<file path="src/ack_term_consts.svh">
`ifndef ACK_TERM_CONSTS_SVH
`define ACK_TERM_CONSTS_SVH

// timeout figure in bus clock cycles
`define ACK_TIMEOUT_CYCLES 1024
// counter width holding the timeout count
`define ACK_TIMEOUT_W 11
// chip select wired to rising-edge acknowledge
`define ACK_EDGE_CS 3'h5
// chip select whose pin is shared with the acknowledge input
`define ACK_SHARED_CS 3'h4
// insensitivity interval limits in clocks
`define ACK_IGNORE_MIN 3'h2
`define ACK_IGNORE_MAX 3'h5
// wait-state value that parks edge mode on the acknowledge
`define ACK_EDGE_WAIT 6'h3f

`endif

</file>
<file path="src/ack_term_pkg.sv">
package ack_term_pkg;
  typedef enum logic [2:0] {
    ST_IDLE = 3'b000,
    ST_IGNORE = 3'b001,
    ST_WAIT = 3'b010,
    ST_STALL = 3'b011,
    ST_DONE = 3'b100,
    ST_ERROR = 3'b101
  } cycle_state_e;
endpackage

</file>
<file path="src/ext_bus_ack_termination.sv">
`timescale 1ns/10ps
`include "ack_term_consts.svh"
// Functional notes
// - with acknowledge enabled the cycle ends on the acknowledge input.
// - a cycle not acknowledged within 1024 clocks raises a bus error.
// - edge mode and level mode with an ignore interval are selectable.
// - acknowledge is honoured only on asynchronous cycles.
// - edge mode completes the cycle after a rising acknowledge edge.
// - edge mode is only available on chip select 5.
// - level mode ignores the input for 2 to 5 programmed clocks.
// - a high sample after the interval continues with the wait states.
// - a low sample after the interval stalls until high, within timeout.
// - a low at any point after the ignore interval of a level cycle pauses until high again.
// - level mode works on every chip select except chip select 4.
module ext_bus_ack_termination
  import ack_term_pkg::*;
#(
  parameter int TIMEOUT_CYCLES = `ACK_TIMEOUT_CYCLES
) (
  input wire logic ref_clk,
  input wire logic arst_n,
  input wire logic cycle_start,
  input wire logic [2:0] cycle_cs,
  input wire logic cs_sync_mode,
  input wire logic ack_wait_enable,
  input wire logic ack_edge_select,
  input wire logic [2:0] ack_ignore_time,
  input wire logic [5:0] wait_state_count,
  input wire logic ext_transfer_ack,
  output logic cycle_busy,
  output logic cycle_done,
  output logic bus_error,
  output logic ack_stalled
);

  // refuse a limit that the timeout counter cannot hold
  if (TIMEOUT_CYCLES < 2 || TIMEOUT_CYCLES >= (1 << `ACK_TIMEOUT_W)) begin
    $error("TIMEOUT_CYCLES out of range");
  end

  ////////////////////////////////////////////////////////////////////////
  // reset release and acknowledge synchronisation

  logic rst_meta_q;
  logic rst_n_q;
  logic ack_s;
  logic ack_prev_q;

  // reset releases through two flops, asserts at once
  // so every flop leaves reset on the same clock
  always_ff @(posedge ref_clk or negedge arst_n) begin
    if (!arst_n) begin
      rst_meta_q <= 1'b0;
      rst_n_q <= 1'b0;
    end else begin
      rst_meta_q <= 1'b1;
      rst_n_q <= rst_meta_q;
    end
  end

  ack_sync u_ack_sync (
    .ref_clk(ref_clk),
    .rst_n(rst_n_q),
    .async_level(ext_transfer_ack),
    .sync_level(ack_s)
  );

  // previous synchronised level for the rising-edge detector
  // reset high like the idle pin, so reset never fakes a rise
  always_ff @(posedge ref_clk or negedge rst_n_q) begin
    if (!rst_n_q) ack_prev_q <= 1'b1;
    else ack_prev_q <= ack_s;
  end

  wire ack_rise = ack_s & ~ack_prev_q;

  ////////////////////////////////////////////////////////////////////////
  // per-cycle mode capture

  // clamp the ignore field to the supported window
  // out-of-range codes degrade to the nearest legal time, not refused
  function automatic logic [2:0] clamp_ignore(input logic [2:0] v);
    if (v < `ACK_IGNORE_MIN) return `ACK_IGNORE_MIN;
    else if (v > `ACK_IGNORE_MAX) return `ACK_IGNORE_MAX;
    else return v;
  endfunction

  logic edge_mode_q;
  logic ack_used_q;
  logic [5:0] wait_q;
  logic [2:0] ignore_q;
  localparam int TMO_W = `ACK_TIMEOUT_W;
  logic [TMO_W-1:0] tmo_q;
  logic [2:0] ign_cnt_q;
  logic armed_q;
  cycle_state_e state_q;

  // only idle takes a request; the done clock refuses one
  wire start_ok = cycle_start && (state_q == ST_IDLE);
  // acknowledge only counts on asynchronous cycles
  wire use_edge = ack_edge_select && !cs_sync_mode &&
                  (cycle_cs == `ACK_EDGE_CS);
  wire use_level = !ack_edge_select && ack_wait_enable && !cs_sync_mode &&
                   (cycle_cs != `ACK_SHARED_CS);

  // settings latched at cycle start so mid-cycle writes have no effect
  always_ff @(posedge ref_clk or negedge rst_n_q) begin
    if (!rst_n_q) begin
      edge_mode_q <= 1'b0;
      ack_used_q <= 1'b0;
      wait_q <= 6'h00;
      ignore_q <= `ACK_IGNORE_MIN;
    end else if (start_ok) begin
      edge_mode_q <= use_edge;
      ack_used_q <= use_edge || use_level;
      wait_q <= wait_state_count;
      ignore_q <= clamp_ignore(ack_ignore_time);
    end
  end

  ////////////////////////////////////////////////////////////////////////
  // timeout monitor

  wire tmo_hit = ack_used_q && (tmo_q == TMO_W'(TIMEOUT_CYCLES - 1));

  // restarted on each cycle start, counts while busy
  // on acknowledge cycles the count parks at its limit so the error waits for the sequencer
  always_ff @(posedge ref_clk or negedge rst_n_q) begin
    if (!rst_n_q) tmo_q <= {TMO_W{1'b0}};
    else if (start_ok) tmo_q <= {TMO_W{1'b0}};
    else if (cycle_busy && !tmo_hit) tmo_q <= tmo_q + TMO_W'(1);
  end

  // edge arming: needs a low seen inside this cycle before a rise
  // counts, so a stale high from the last cycle never ends this one
  always_ff @(posedge ref_clk or negedge rst_n_q) begin
    if (!rst_n_q) armed_q <= 1'b0;
    else if (start_ok) armed_q <= !ack_s; // a low on the start clock counts
    else if (!ack_s) armed_q <= 1'b1;
  end

  ////////////////////////////////////////////////////////////////////////
  // cycle sequencer

  logic [5:0] ws_q;

  // a cycle runs in every state but idle and the two end states
  function automatic logic state_active(input cycle_state_e s);
    case (s)
      ST_IGNORE, ST_WAIT, ST_STALL: return 1'b1;
      default: return 1'b0;
    endcase
  endfunction

  // the end states, each held for exactly one clock
  function automatic logic state_final(input cycle_state_e s);
    case (s)
      ST_DONE, ST_ERROR: return 1'b1;
      default: return 1'b0;
    endcase
  endfunction

  always_ff @(posedge ref_clk or negedge rst_n_q) begin
    if (!rst_n_q) begin
      state_q <= ST_IDLE;
      ign_cnt_q <= 3'h0;
      ws_q <= 6'h00;
    end else begin
      case (state_q)
        // idle until a request is taken
        ST_IDLE: begin
          if (start_ok) begin
            ign_cnt_q <= 3'h1;
            ws_q <= 6'h00;
            state_q <= ST_IGNORE;
          end
        end
        ST_IGNORE: begin
          // level mode holds off sampling for the programmed time
          // limitation: a low that ends inside this time is never seen
          if (!ack_used_q || edge_mode_q || ign_cnt_q >= ignore_q)
            state_q <= ST_WAIT;
          else ign_cnt_q <= ign_cnt_q + 3'h1;
        end
        // edge mode waits for an armed rise; level mode stalls on a low
        ST_WAIT: begin
          if (tmo_hit) state_q <= ST_ERROR;
          else if (ack_used_q && edge_mode_q) begin
            if (ack_rise && armed_q) state_q <= ST_DONE;
          end else if (ack_used_q && !ack_s) begin
            state_q <= ST_STALL;
          end else if (ws_q >= wait_q) begin
            state_q <= ST_DONE;
          end else ws_q <= ws_q + 6'h01;
        end
        // held while the far side keeps the line low
        ST_STALL: begin
          if (tmo_hit) state_q <= ST_ERROR;
          else if (ack_s) state_q <= ST_WAIT;
        end
        // end states last one clock, then back to idle
        ST_DONE: state_q <= ST_IDLE;
        ST_ERROR: state_q <= ST_IDLE;
        default: state_q <= ST_IDLE;
      endcase
    end
  end

  ////////////////////////////////////////////////////////////////////////
  // status decode

  // status outputs follow the sequencer state; no extra flop, so
  // done lines up with the clock in which the sequencer left wait
  assign cycle_busy = state_active(state_q);
  assign cycle_done = state_final(state_q);
  assign bus_error = (state_q == ST_ERROR);
  assign ack_stalled = (state_q == ST_STALL);
endmodule

</file>
<file path="src/ack_sync.sv">
`timescale 1ns/10ps
// two-flop synchroniser; the first stage feeds only the second
module ack_sync (
  input wire logic ref_clk,
  input wire logic rst_n,
  input wire logic async_level,
  output logic sync_level
);
  logic meta_q;
  logic sync_q;

  // pin idles high, so reset to high to avoid a false low
  always_ff @(posedge ref_clk or negedge rst_n) begin
    if (!rst_n) begin
      meta_q <= 1'b1;
      sync_q <= 1'b1;
    end else begin
      meta_q <= async_level;
      sync_q <= meta_q;
    end
  end

  // second stage drives the port straight from its flop
  assign sync_level = sync_q;
endmodule

</file>
<file path="config.mk">
export PLATFORM = sky130hd
export DESIGN_NAME = ext_bus_ack_termination
export DESIGN_NICKNAME = d
export VERILOG_FILES = /design/src/ack_term_pkg.sv /design/src/ext_bus_ack_termination.sv /design/src/ack_sync.sv
export VERILOG_INCLUDE_DIRS = /design/src
export SDC_FILE = /design/constraint.sdc
export NUM_CORES = 1
export LEC_CHECK = 0
export ABC_AREA = 1
export BUFFER_PORTS_ARGS = -buffer_cell sky130_fd_sc_hd__buf_4
export CAP_MARGIN = 20
export CORE_ASPECT_RATIO = 1.1
export CORE_MARGIN = 1
export CORE_UTILIZATION = 40
export DETAILED_ROUTE_END_ITERATION = 8
export HOLD_SLACK_MARGIN = 0.15
export PLACE_DENSITY_LB_ADDON = 0.1
export SYNTH_ARGS = -nofsm -noshare
export SYNTH_HDL_FRONTEND = slang
export SYNTH_SLANG_ARGS = --single-unit
</file>
<file path="constraint.sdc">
create_clock -name ref_clk -period 1.5 [get_ports ref_clk]
set_input_delay 0.3 -clock ref_clk [delete_from_list [all_inputs] [get_ports ref_clk]]
set_output_delay 0.3 -clock ref_clk [all_outputs]
set_load 0.01 [all_outputs]
</file>
==> impl_metrics.tcl, run 1 <==
set metrics [dict create \
    ant_nets 0 \
    ir_drop_mv 1.03 \
    num_io_pins 23 \
    grt_usage 0.174 \
    antenna-diode-count 0 \
    drtPass1Iterations 4 \
    place.port_buffers 22 \
    setup_tns_ns -0.321 \
    path_delay_family "simple AND/OR/NAND/NOR gates" \
    min_period_over_period 1.03 \
    area_growth_pct 38.8 \
    clockBufferDepth 2 \
    critical_path.startpoint_type "register" \
    mostFrequentLayoutCell "nand2_1" \
    cap_violations 0 \
    yosysSeqAreaShare 0.419 \
    rsz0062_at_grt "yes" \
    max_stage_delay_ns 0.42 \
    finalWorstSetupSlack_ns -0.0522 \
    drt_iter0_drc 70 \
    power_frac_seq 0.293 \
    num-fill-cells 535 \
    p_comb_frac 0.539 \
    synth_area_mm2 0.00240 \
    critPathKind "reg2reg" \
    dpl_worst_slack_ns -0.112 \
    grt_max_degree 39 \
    p_int_mw 3.28 \
    path_buf_inv 0 \
    drc 0 \
    endpoint_kind "register" \
    viasPerCell 4.77 \
    htreeDepth 2 \
    post_drt_wl_per_cell_um 12.1 \
    ys_seq_elements 40 \
    place_area_mm2 0.00288 \
    cp.required_ns 1.73 \
    cts_tree "yes" \
    syn_area_per_cell_um2 8.20 \
    rows 29 \
    slew_violations 0 \
    grt_pass1_vias 2017 \
    clk_pin_slew_ns 0.08 \
    max_freq_ghz 0.644 \
    root_buffer "clkbuf_8" \
    gp_congestion 0.793 \
    hold_viol 0 \
    fp.dieW_um 75.9 \
    switching_share 0.427 \
    synth_cell_type_count 37 \
    grt_pass1_wl_um 8870 \
    cp.arrival_ns 1.78 \
    run_status "complete, but fails checks" \
    setup_viol 9 \
    start_util 0.417 \
    core-area_mm2 0.00577 \
    cp_max_fo 7 \
    antenna_found_initial 0 \
    synth_nets 324 \
    synth_warnings 0 \
    routed_wl_um 5290 \
    cp_slowest_cell "dfrtp_1" \
    final_nets 392 \
    clkLatencyLatePin_ns 0.29 \
    power_density_mw_per_mm2 1720 \
    cts_made_buffers 5 \
    hp-class "in2reg" \
    violations "negative setup slack" \
    cts.sinks 40 \
    period_minus_slack_ns 1.55 \
    post-route-cell-area_mm2 0.00334 \
    place_hpwl_um 3800 \
    die_area_mm2 0.00632 \
    via_count 2092 \
    final_cell_mix "nand2_1, buf_4, dfrtp_1" \
    crit_chain "ha_4 > nand2_1 > nand3_1 > nor2_1 > nand2_2 > nor2_4 > nand3_4 > nand2_4 > nand2_2 > nand2_1" \
    maxSlewHeadroom 0.659 \
    die_h_um 83.3 \
    syn_inst 293 \
    clock_power_share 0.169 \
    power_switching_mw 2.45 \
    tightest_slew_ns 0.512 \
    leakagePower_nw 1.65 \
    finish.utilization 0.578 \
    clock_skew_ns 0.00854 \
    gr-total-overflow 0 \
    drive_gt1_frac 0.395 \
]
-- through the flow --
step | hold slack, ns | cells | total power, mW
6_report | 0.210 | 439 | 5.72
3_5_place_dp | 0.0829 | 419 | 4.11
3_3_place_gp | 0.0826 | 419 | 4.08
5_1_grt | 0.206 | 439 | 6.20
4_1_cts | 0.201 | 431 | 5.28
2_1_floorplan | 0.00441 | 293 | 3.28
-- flip-flops by register name, summed over array words and instances (netlist names), 3 cells and up --
signal and count:
state_q 3, ws_q 6, tmo_q 11, ignore_q 3
ign_cnt_q 3, wait_q 6
-- worst min-delay path, delay by kind of cell --
| family | cells | cell delay, ns |
|---|---|---|
| simple gates | 2 | 0.09 |
| buf+inv | 1 | 0.08 |
-- repair_timing --
action                     4_1_cts  5_1_grt
setup endpoints to repair       16       22
pin swaps                        8       18
hold endpoints to repair         3        0
hold buffers                     2        0
resized for setup               13       44
buffers inserted                 2        8
-- power groups by stage --
stage / Sequential, mW / Combinational (mW) / Clock (mW)
after CTS: 1.63 / 2.66 / 0.989
after floorplan: 1.63 / 1.66 / 0
final: 1.67 / 3.08 / 0.965
after global placement: 1.62 / 2.46 / 0
after detailed placement: 1.63 / 2.48 / 0
after global routing: 1.71 / 3.45 / 1.04
-- final timing paths --
check / start / endpoint / slack (ns) / cells after the start
worst max-delay path: ws_q[5] / ws_q[4] / -0.05 / 10
worst min-delay path: wait_state_count[0] / wait_q[0] / 0.21 / 3
worst max register to register: ws_q[5] / ws_q[4] / -0.05 / 10
worst min register to register: rst_n_q / wait_q[0] / 0.31 / 1
max in group asynchronous: rst_n_q / state_q[0] / 0.81 / 1
min in group asynchronous: rst_n_q / wait_q[0] / 0.31 / 1
-- metal layers --
| layer | wire length, µm | vias to the layer above | track usage |
|---|---|---|---|
| met1 | 2470 | 989 | 0.224 |
| met2 | 2680 | 17 | 0.297 |
| met4 | 48 | 0 | 0.0472 |
| li1 | - | 1082 | - |
| met5 | 0 | - | 0 |
| met3 | 95 | 4 | 0.0330 |
-- final cells by class --
class	count	area (µm²)	share of cell area
clock buffers	7	96.3	0.0289
well taps	77	96.3	0.0289
flip-flops and latches	40	1010	0.303
clock inverters	1	30.0	0.00900
repair buffers	64	497	0.149
multi-input cells	208	1440	0.431
inverters	42	170	0.0510
-- cells by family (layout without fill, tap and decap cells) --
group | Yosys count | in the layout | share of synthesized area
buffers and inverters | 45 | 114 | 0.0755
adders and majority gates | 12 | 12 | 0.0625
and+or+nand+nor | 157 | 157 | 0.344
DFF | 40 | 40 | 0.419
other | 1 | 1 | 0.00156
AOI/OAI and AO/OA | 33 | 33 | 0.0796
xor gates and xnor gates | 5 | 5 | 0.0182
-- synthesized netlist by cell type, drive strengths merged --
cell | count | area share
dfrtp | 36 | 0.37
nand2 | 83 | 0.14
xnor2 | 2 | 0.0073
or2 | 1 | 0.0026
nor2 | 26 | 0.070
ha | 12 | 0.062
a31oi | 1 | 0.0026
a21oi | 7 | 0.018
conb | 1 | 0.0016
o21a | 1 | 0.0031
buf | 3 | 0.0088
o31ai | 3 | 0.011
xor2 | 3 | 0.011
nor3b | 1 | 0.0031
o21ai | 20 | 0.042
nor3 | 8 | 0.026
a22oi | 1 | 0.0031
dfstp | 4 | 0.044
nand4 | 5 | 0.019
nand3 | 33 | 0.081
inv | 42 | 0.067
(Power assumes the default switching activity.)
==> run 2, diff against run 1 <==
--- a/config.mk
+++ b/config.mk
@@ -15,6 +15,7 @@
 export DETAILED_ROUTE_END_ITERATION = 8
 export HOLD_SLACK_MARGIN = 0.15
 export PLACE_DENSITY_LB_ADDON = 0.1
+export SETUP_SLACK_MARGIN = 0.02
 export SYNTH_ARGS = -nofsm -noshare
 export SYNTH_HDL_FRONTEND = slang
 export SYNTH_SLANG_ARGS = --single-unit
==> constraint.sdc (replaced) <==
create_clock -name ref_clk -period 1.6 [get_ports ref_clk]
set_input_delay 0.32 -clock ref_clk [delete_from_list [all_inputs] [get_ports ref_clk]]
set_output_delay 0.32 -clock ref_clk [all_outputs]
set_load 0.01 [all_outputs]
==> impl_metrics.tcl, run 2 (synthesis results as in run 1) <==
set metrics [dict create \
    top_register "tmo_q" \
    num_io_pins 23 \
    finalNonFillerCells 426 \
    place.port_buffers 22 \
    cp_slowest_cell "dfstp_2" \
    crit_chain "inv_2 > ha_4 > nand2_1 > nand2_1 > nand2_2 > a21oi_4 > nand2_1 > inv_1 > nand3_1 > nand2_1" \
    path_buf_inv 2 \
    routed_wl_um 5280 \
    dpl_worst_slack_ns -0.0793 \
    leakagePower_nw 1.55 \
    min_period_over_period 0.978 \
    setup_viol 0 \
    max_freq_ghz 0.639 \
    clock_power_share 0.169 \
    cap_violations 0 \
    reg_top3 "tmo_q: 11 flops, wait_q: 6 flops, ws_q: 6 flops" \
    hp-class "in2reg" \
    hold_viol 0 \
    rows 29 \
    max_stage_delay_ns 0.54 \
    p_int_mw 2.83 \
    start_util 0.417 \
    viasPerCell 4.83 \
    period_minus_slack_ns 1.57 \
    num-fill-cells 546 \
    critical_path.startpoint_type "register" \
    clock_skew_ns 0.00713 \
    grt_max_degree 39 \
    finish.utilization 0.552 \
    endpoint_kind "register" \
    via_count 2056 \
    rsz0062_at_grt "yes" \
    gp_congestion 0.799 \
    critPathKind "reg2reg" \
    ir_drop_mv 1.04 \
    drive_gt1_frac 0.367 \
    clk_pin_slew_ns 0.08 \
    p_comb_frac 0.522 \
    power_frac_seq 0.309 \
    cp.arrival_ns 1.79 \
    antenna_found_initial 0 \
    die_area_mm2 0.00632 \
    post-route-cell-area_mm2 0.00319 \
    power_switching_mw 2.24 \
    post_drt_wl_per_cell_um 12.4 \
    slew_violations 0 \
    grt_pass1_vias 2091 \
    cts.sinks 40 \
    final_cell_mix "nand2_1, buf_4, dfrtp_1" \
    root_buffer "clkbuf_8" \
    finalWorstSetupSlack_ns 0.0346 \
    power_density_mw_per_mm2 1590 \
    fp.dieW_um 75.9 \
    grt_pass1_wl_um 9250 \
    place_hpwl_um 3720 \
    drt_iter0_drc 87 \
    die_h_um 83.3 \
    grt_usage 0.183 \
    area_growth_pct 32.6 \
    place_inst 406 \
    gr-total-overflow 0 \
    ant_nets 0 \
    switching_share 0.442 \
    cts_tree "yes" \
    run_status "finished, final reports clean" \
    path_delay_family "flip-flops" \
    drtPass1Iterations 4 \
    clkLatencyLatePin_ns 0.30 \
    cts_made_buffers 5 \
    cp.required_ns 1.83 \
    largest_register_ffs 11 \
    clockBufferDepth 2 \
    antenna-diode-count 0 \
    drc 0 \
    mostFrequentLayoutCell "nand2_1" \
    place_area_mm2 0.00277 \
    core-area_mm2 0.00577 \
    cp_max_fo 3 \
    htreeDepth 2 \
    final_nets 379 \
    cpMostUsedCell "nand2_1" \
]
-- run 2: changes by cell type in the layout (fill, tap and decap cells not counted), moves of 2 or more --
cell      delta
buf_4       -13
clkbuf_8     -2
inv_2        +2
nor2_1       -2
nor2_2       +4
nor2_4       -2
o21ai_1      +2
o21ai_2      -2
-- run 2: worst paths after layout --
path	start	to	slack, ns	cells past startpoint
worst max register to register	ignore_q[1]	state_q[1]	0.03	10
min in group asynchronous	rst_n_q	wait_q[1]	0.29	1
worst min register to register	rst_n_q	wait_q[1]	0.29	1
worst max-delay path	ignore_q[1]	state_q[1]	0.03	10
max in group asynchronous	rst_n_q	state_q[1]	0.93	1
worst min-delay path	wait_state_count[2]	wait_q[2]	0.23	3
-- run 2: layout make-up --
| cell class | instances | area (µm²) | area share |
|---|---|---|---|
| tap | 77 | 96.3 | 0.0302 |
| sequential | 40 | 1010 | 0.317 |
| clock inverter | 3 | 46.3 | 0.0145 |
| timing repair buffer | 51 | 399 | 0.125 |
| multi-input combinational | 208 | 1400 | 0.441 |
| clock buffer | 5 | 68.8 | 0.0216 |
| inverter | 42 | 163 | 0.0510 |
-- run 2: through the flow --
| step | power, mW | hold slack, ns | setup TNS (ns) |
|---|---|---|---|
| floorplan | 3.06 | 0.0244 | 0 |
| global placement | 3.71 | 0.103 | -0.0553 |
| CTS | 4.76 | 0.219 | 0 |
| global route | 5.51 | 0.235 | -0.414 |
| detailed placement | 3.73 | 0.103 | -0.183 |
| finish | 5.07 | 0.227 | 0 |
-- run 2: metal layers --
layer / global-route usage / vias up / share of wire
met4: 0.0682 / 0 / 0.017
met2: 0.313 / 23 / 0.49
met5: 0 / - / 0
met1: 0.228 / 969 / 0.47
met3: 0.0385 / 9 / 0.025
li1: - / 1055 / -
-- run 2: worst reg2reg max path, stage by stage, from the launching register on --
cell and delay [ns]:
dfstp_2 0.54, inv_2 0.04, ha_4 0.25, nand2_1 0.04
nand2_1 0.07, nand2_2 0.10, a21oi_4 0.18, nand2_1 0.07
inv_1 0.07, nand3_1 0.06, nand2_1 0.08
-- run 2: timing repair --
item	in CTS	in global routing
hold buffers	2	0
hold endpoints to repair	3	0
buffers inserted	7	3
endpoints found under the setup margin	11	19
gates resized for setup	12	39
pin swaps	10	29
-- run 2: power groups by stage --
| stage | clock network, mW | logic [mW] | registers (mW) |
|---|---|---|---|
| 2_1_floorplan | 0 | 1.54 | 1.52 |
| 3_3_place_gp | 0 | 2.19 | 1.52 |
| 3_5_place_dp | 0 | 2.21 | 1.52 |
| 4_1_cts | 0.888 | 2.36 | 1.51 |
| 5_1_grt | 0.925 | 2.98 | 1.61 |
| 6_report | 0.857 | 2.65 | 1.57 |
==> run 3, diff against run 2 <==
==> constraint.sdc (replaced) <==
create_clock -name ref_clk -period 1.5 [get_ports ref_clk]
set_input_delay 0.3 -clock ref_clk [delete_from_list [all_inputs] [get_ports ref_clk]]
set_output_delay 0.3 -clock ref_clk [all_outputs]
set_load 0.01 [all_outputs]
==> impl_metrics.tcl, run 3 (synthesis results as in run 1) <==
set metrics [dict create \
    run_status "complete, but fails checks" \
    violations "negative setup slack" \
    grt_max_degree 39 \
    num-fill-cells 540 \
    holdCritStartpoint "wait_state_count[4]" \
    grt_pass1_wl_um 9020 \
    endpoint_kind "register" \
    setup_tns_ns -0.396 \
    min_period_over_period 1.04 \
    via_count 2083 \
    cp.arrival_ns 1.79 \
    finish.utilization 0.574 \
    place.port_buffers 22 \
    critPathKind "reg2reg" \
    post-route-cell-area_mm2 0.00331 \
    slew_violations 0 \
    timing.hold.ws_ns 0.213 \
    rsz0062_at_grt "yes" \
    critical_path.startpoint_type "register" \
    clkLatencyLatePin_ns 0.29 \
    grt_usage 0.178 \
    antenna-diode-count 0 \
    period_minus_slack_ns 1.56 \
    htreeDepth 2 \
    place_area_mm2 0.00284 \
    power_density_mw_per_mm2 1700 \
    leakagePower_nw 1.60 \
    total_power_mw 5.63 \
    startpoint "ws_q[4]" \
    fp.dieW_um 75.9 \
    top_register "tmo_q" \
    num_io_pins 23 \
    drive_gt1_frac 0.421 \
    viasPerCell 4.81 \
    gp_congestion 0.765 \
    core-area_mm2 0.00577 \
    rows 29 \
    hold_viol 0 \
    r2r-start "ws_q[4]" \
    drc 0 \
    mostFrequentLayoutCell "nand2_1" \
    reg_top3 "tmo_q: 11 flops, wait_q: 6 flops, ws_q: 6 flops" \
    dpl_worst_slack_ns -0.118 \
    place_inst 413 \
    finalNonFillerCells 433 \
    cp.required_ns 1.73 \
    hp-class "in2reg" \
    max_freq_ghz 0.643 \
    ant_nets 0 \
    cts_made_buffers 5 \
    gr-total-overflow 0 \
    grt_pass1_vias 2058 \
    final_cell_mix "nand2_1, buf_4, dfrtp_1" \
    cts_tree "yes" \
    drt_iter0_drc 94 \
    drtPass1Iterations 4 \
    area_growth_pct 37.8 \
    start_util 0.417 \
    setup_viol 11 \
    cap_violations 0 \
    clock_skew_ns 0.00645 \
    ir_drop_mv 0.832 \
    antenna_found_initial 0 \
    die_h_um 83.3 \
    place_hpwl_um 3650 \
    r2r_slack_ns -0.06 \
    cts.sinks 40 \
    final_nets 386 \
    root_buffer "clkbuf_8" \
    clockBufferDepth 2 \
    clk_pin_slew_ns 0.08 \
    largest_register_ffs 11 \
    die_area_mm2 0.00632 \
    finalWorstSetupSlack_ns -0.0559 \
    post_drt_wl_per_cell_um 12.2 \
    routed_wl_um 5290 \
    cp_max_fo 7 \
]
[run 3: changes by cell type in the layout (fill, tap and decap cells not counted), moves of 4 or more]
| cell | previous run | this run |
|---|---|---|
| o21ai_2 | 1 | 9 |
| nand3_1 | 29 | 25 |
| nand2_1 | 67 | 62 |
| nand3_2 | 1 | 5 |
| buf_4 | 46 | 52 |
| o21ai_1 | 11 | 3 |
[run 3: cell type report]
type                       instances  area, µm²  area share
multi-input combinational        208       1500       0.452
sequential                        40       1010       0.305
inverter                          42        173      0.0521
timing repair buffer              58        455       0.137
clock buffer                       7       76.3      0.0230
clock inverter                     1       5.00     0.00151
tap                               77       96.3      0.0291
[run 3: layer usage]
layer	part of all wire	routed length (µm)	up-vias	GRT usage
met4	0.014	74	0	0.0577
met5	0	0	-	0
met1	0.45	2370	974	0.223
li1	-	-	1070	-
met2	0.51	2680	32	0.310
met3	0.029	155	7	0.0297
[run 3: repair_timing]
| item | in CTS | in global routing |
|---|---|---|
| endpoints found under the hold margin | 3 | 0 |
| resized for setup | 25 | 51 |
| hold buffers | 2 | 0 |
| pin swaps | 17 | 24 |
| endpoints found under the setup margin | 18 | 25 |
| setup buffers | 4 | 6 |
[run 3: path summary, 6_finish.rpt]
path | end | depth (start not counted)
worst max-delay path | ws_q[4] | 10
worst min-delay path | wait_q[4] | 3
worst max register to register | ws_q[4] | 10
worst min register to register | tmo_q[8] | 1
max in group asynchronous | state_q[0] | 1
min in group asynchronous | tmo_q[8] | 1
[run 3: where the power goes]
part	switching [mW]	internal (mW)	leakage [nW]	total, mW
Combinational	1.93	1.33	1.05	3.26
Clock	0.375	0.327	0.0422	0.702
Sequential	0.268	1.40	0.503	1.67
[run 3: critical path: stages (launching register included)]
cell and delay [ns]:
dfrtp_1 0.38, ha_1 0.30, nand2_2 0.09, a21oi_2 0.04, nor2_2 0.14, nand2_4 0.08, nor2_4 0.10, nand3_4 0.13
nand2_4 0.11, nand2_1 0.05, nand2_1 0.07
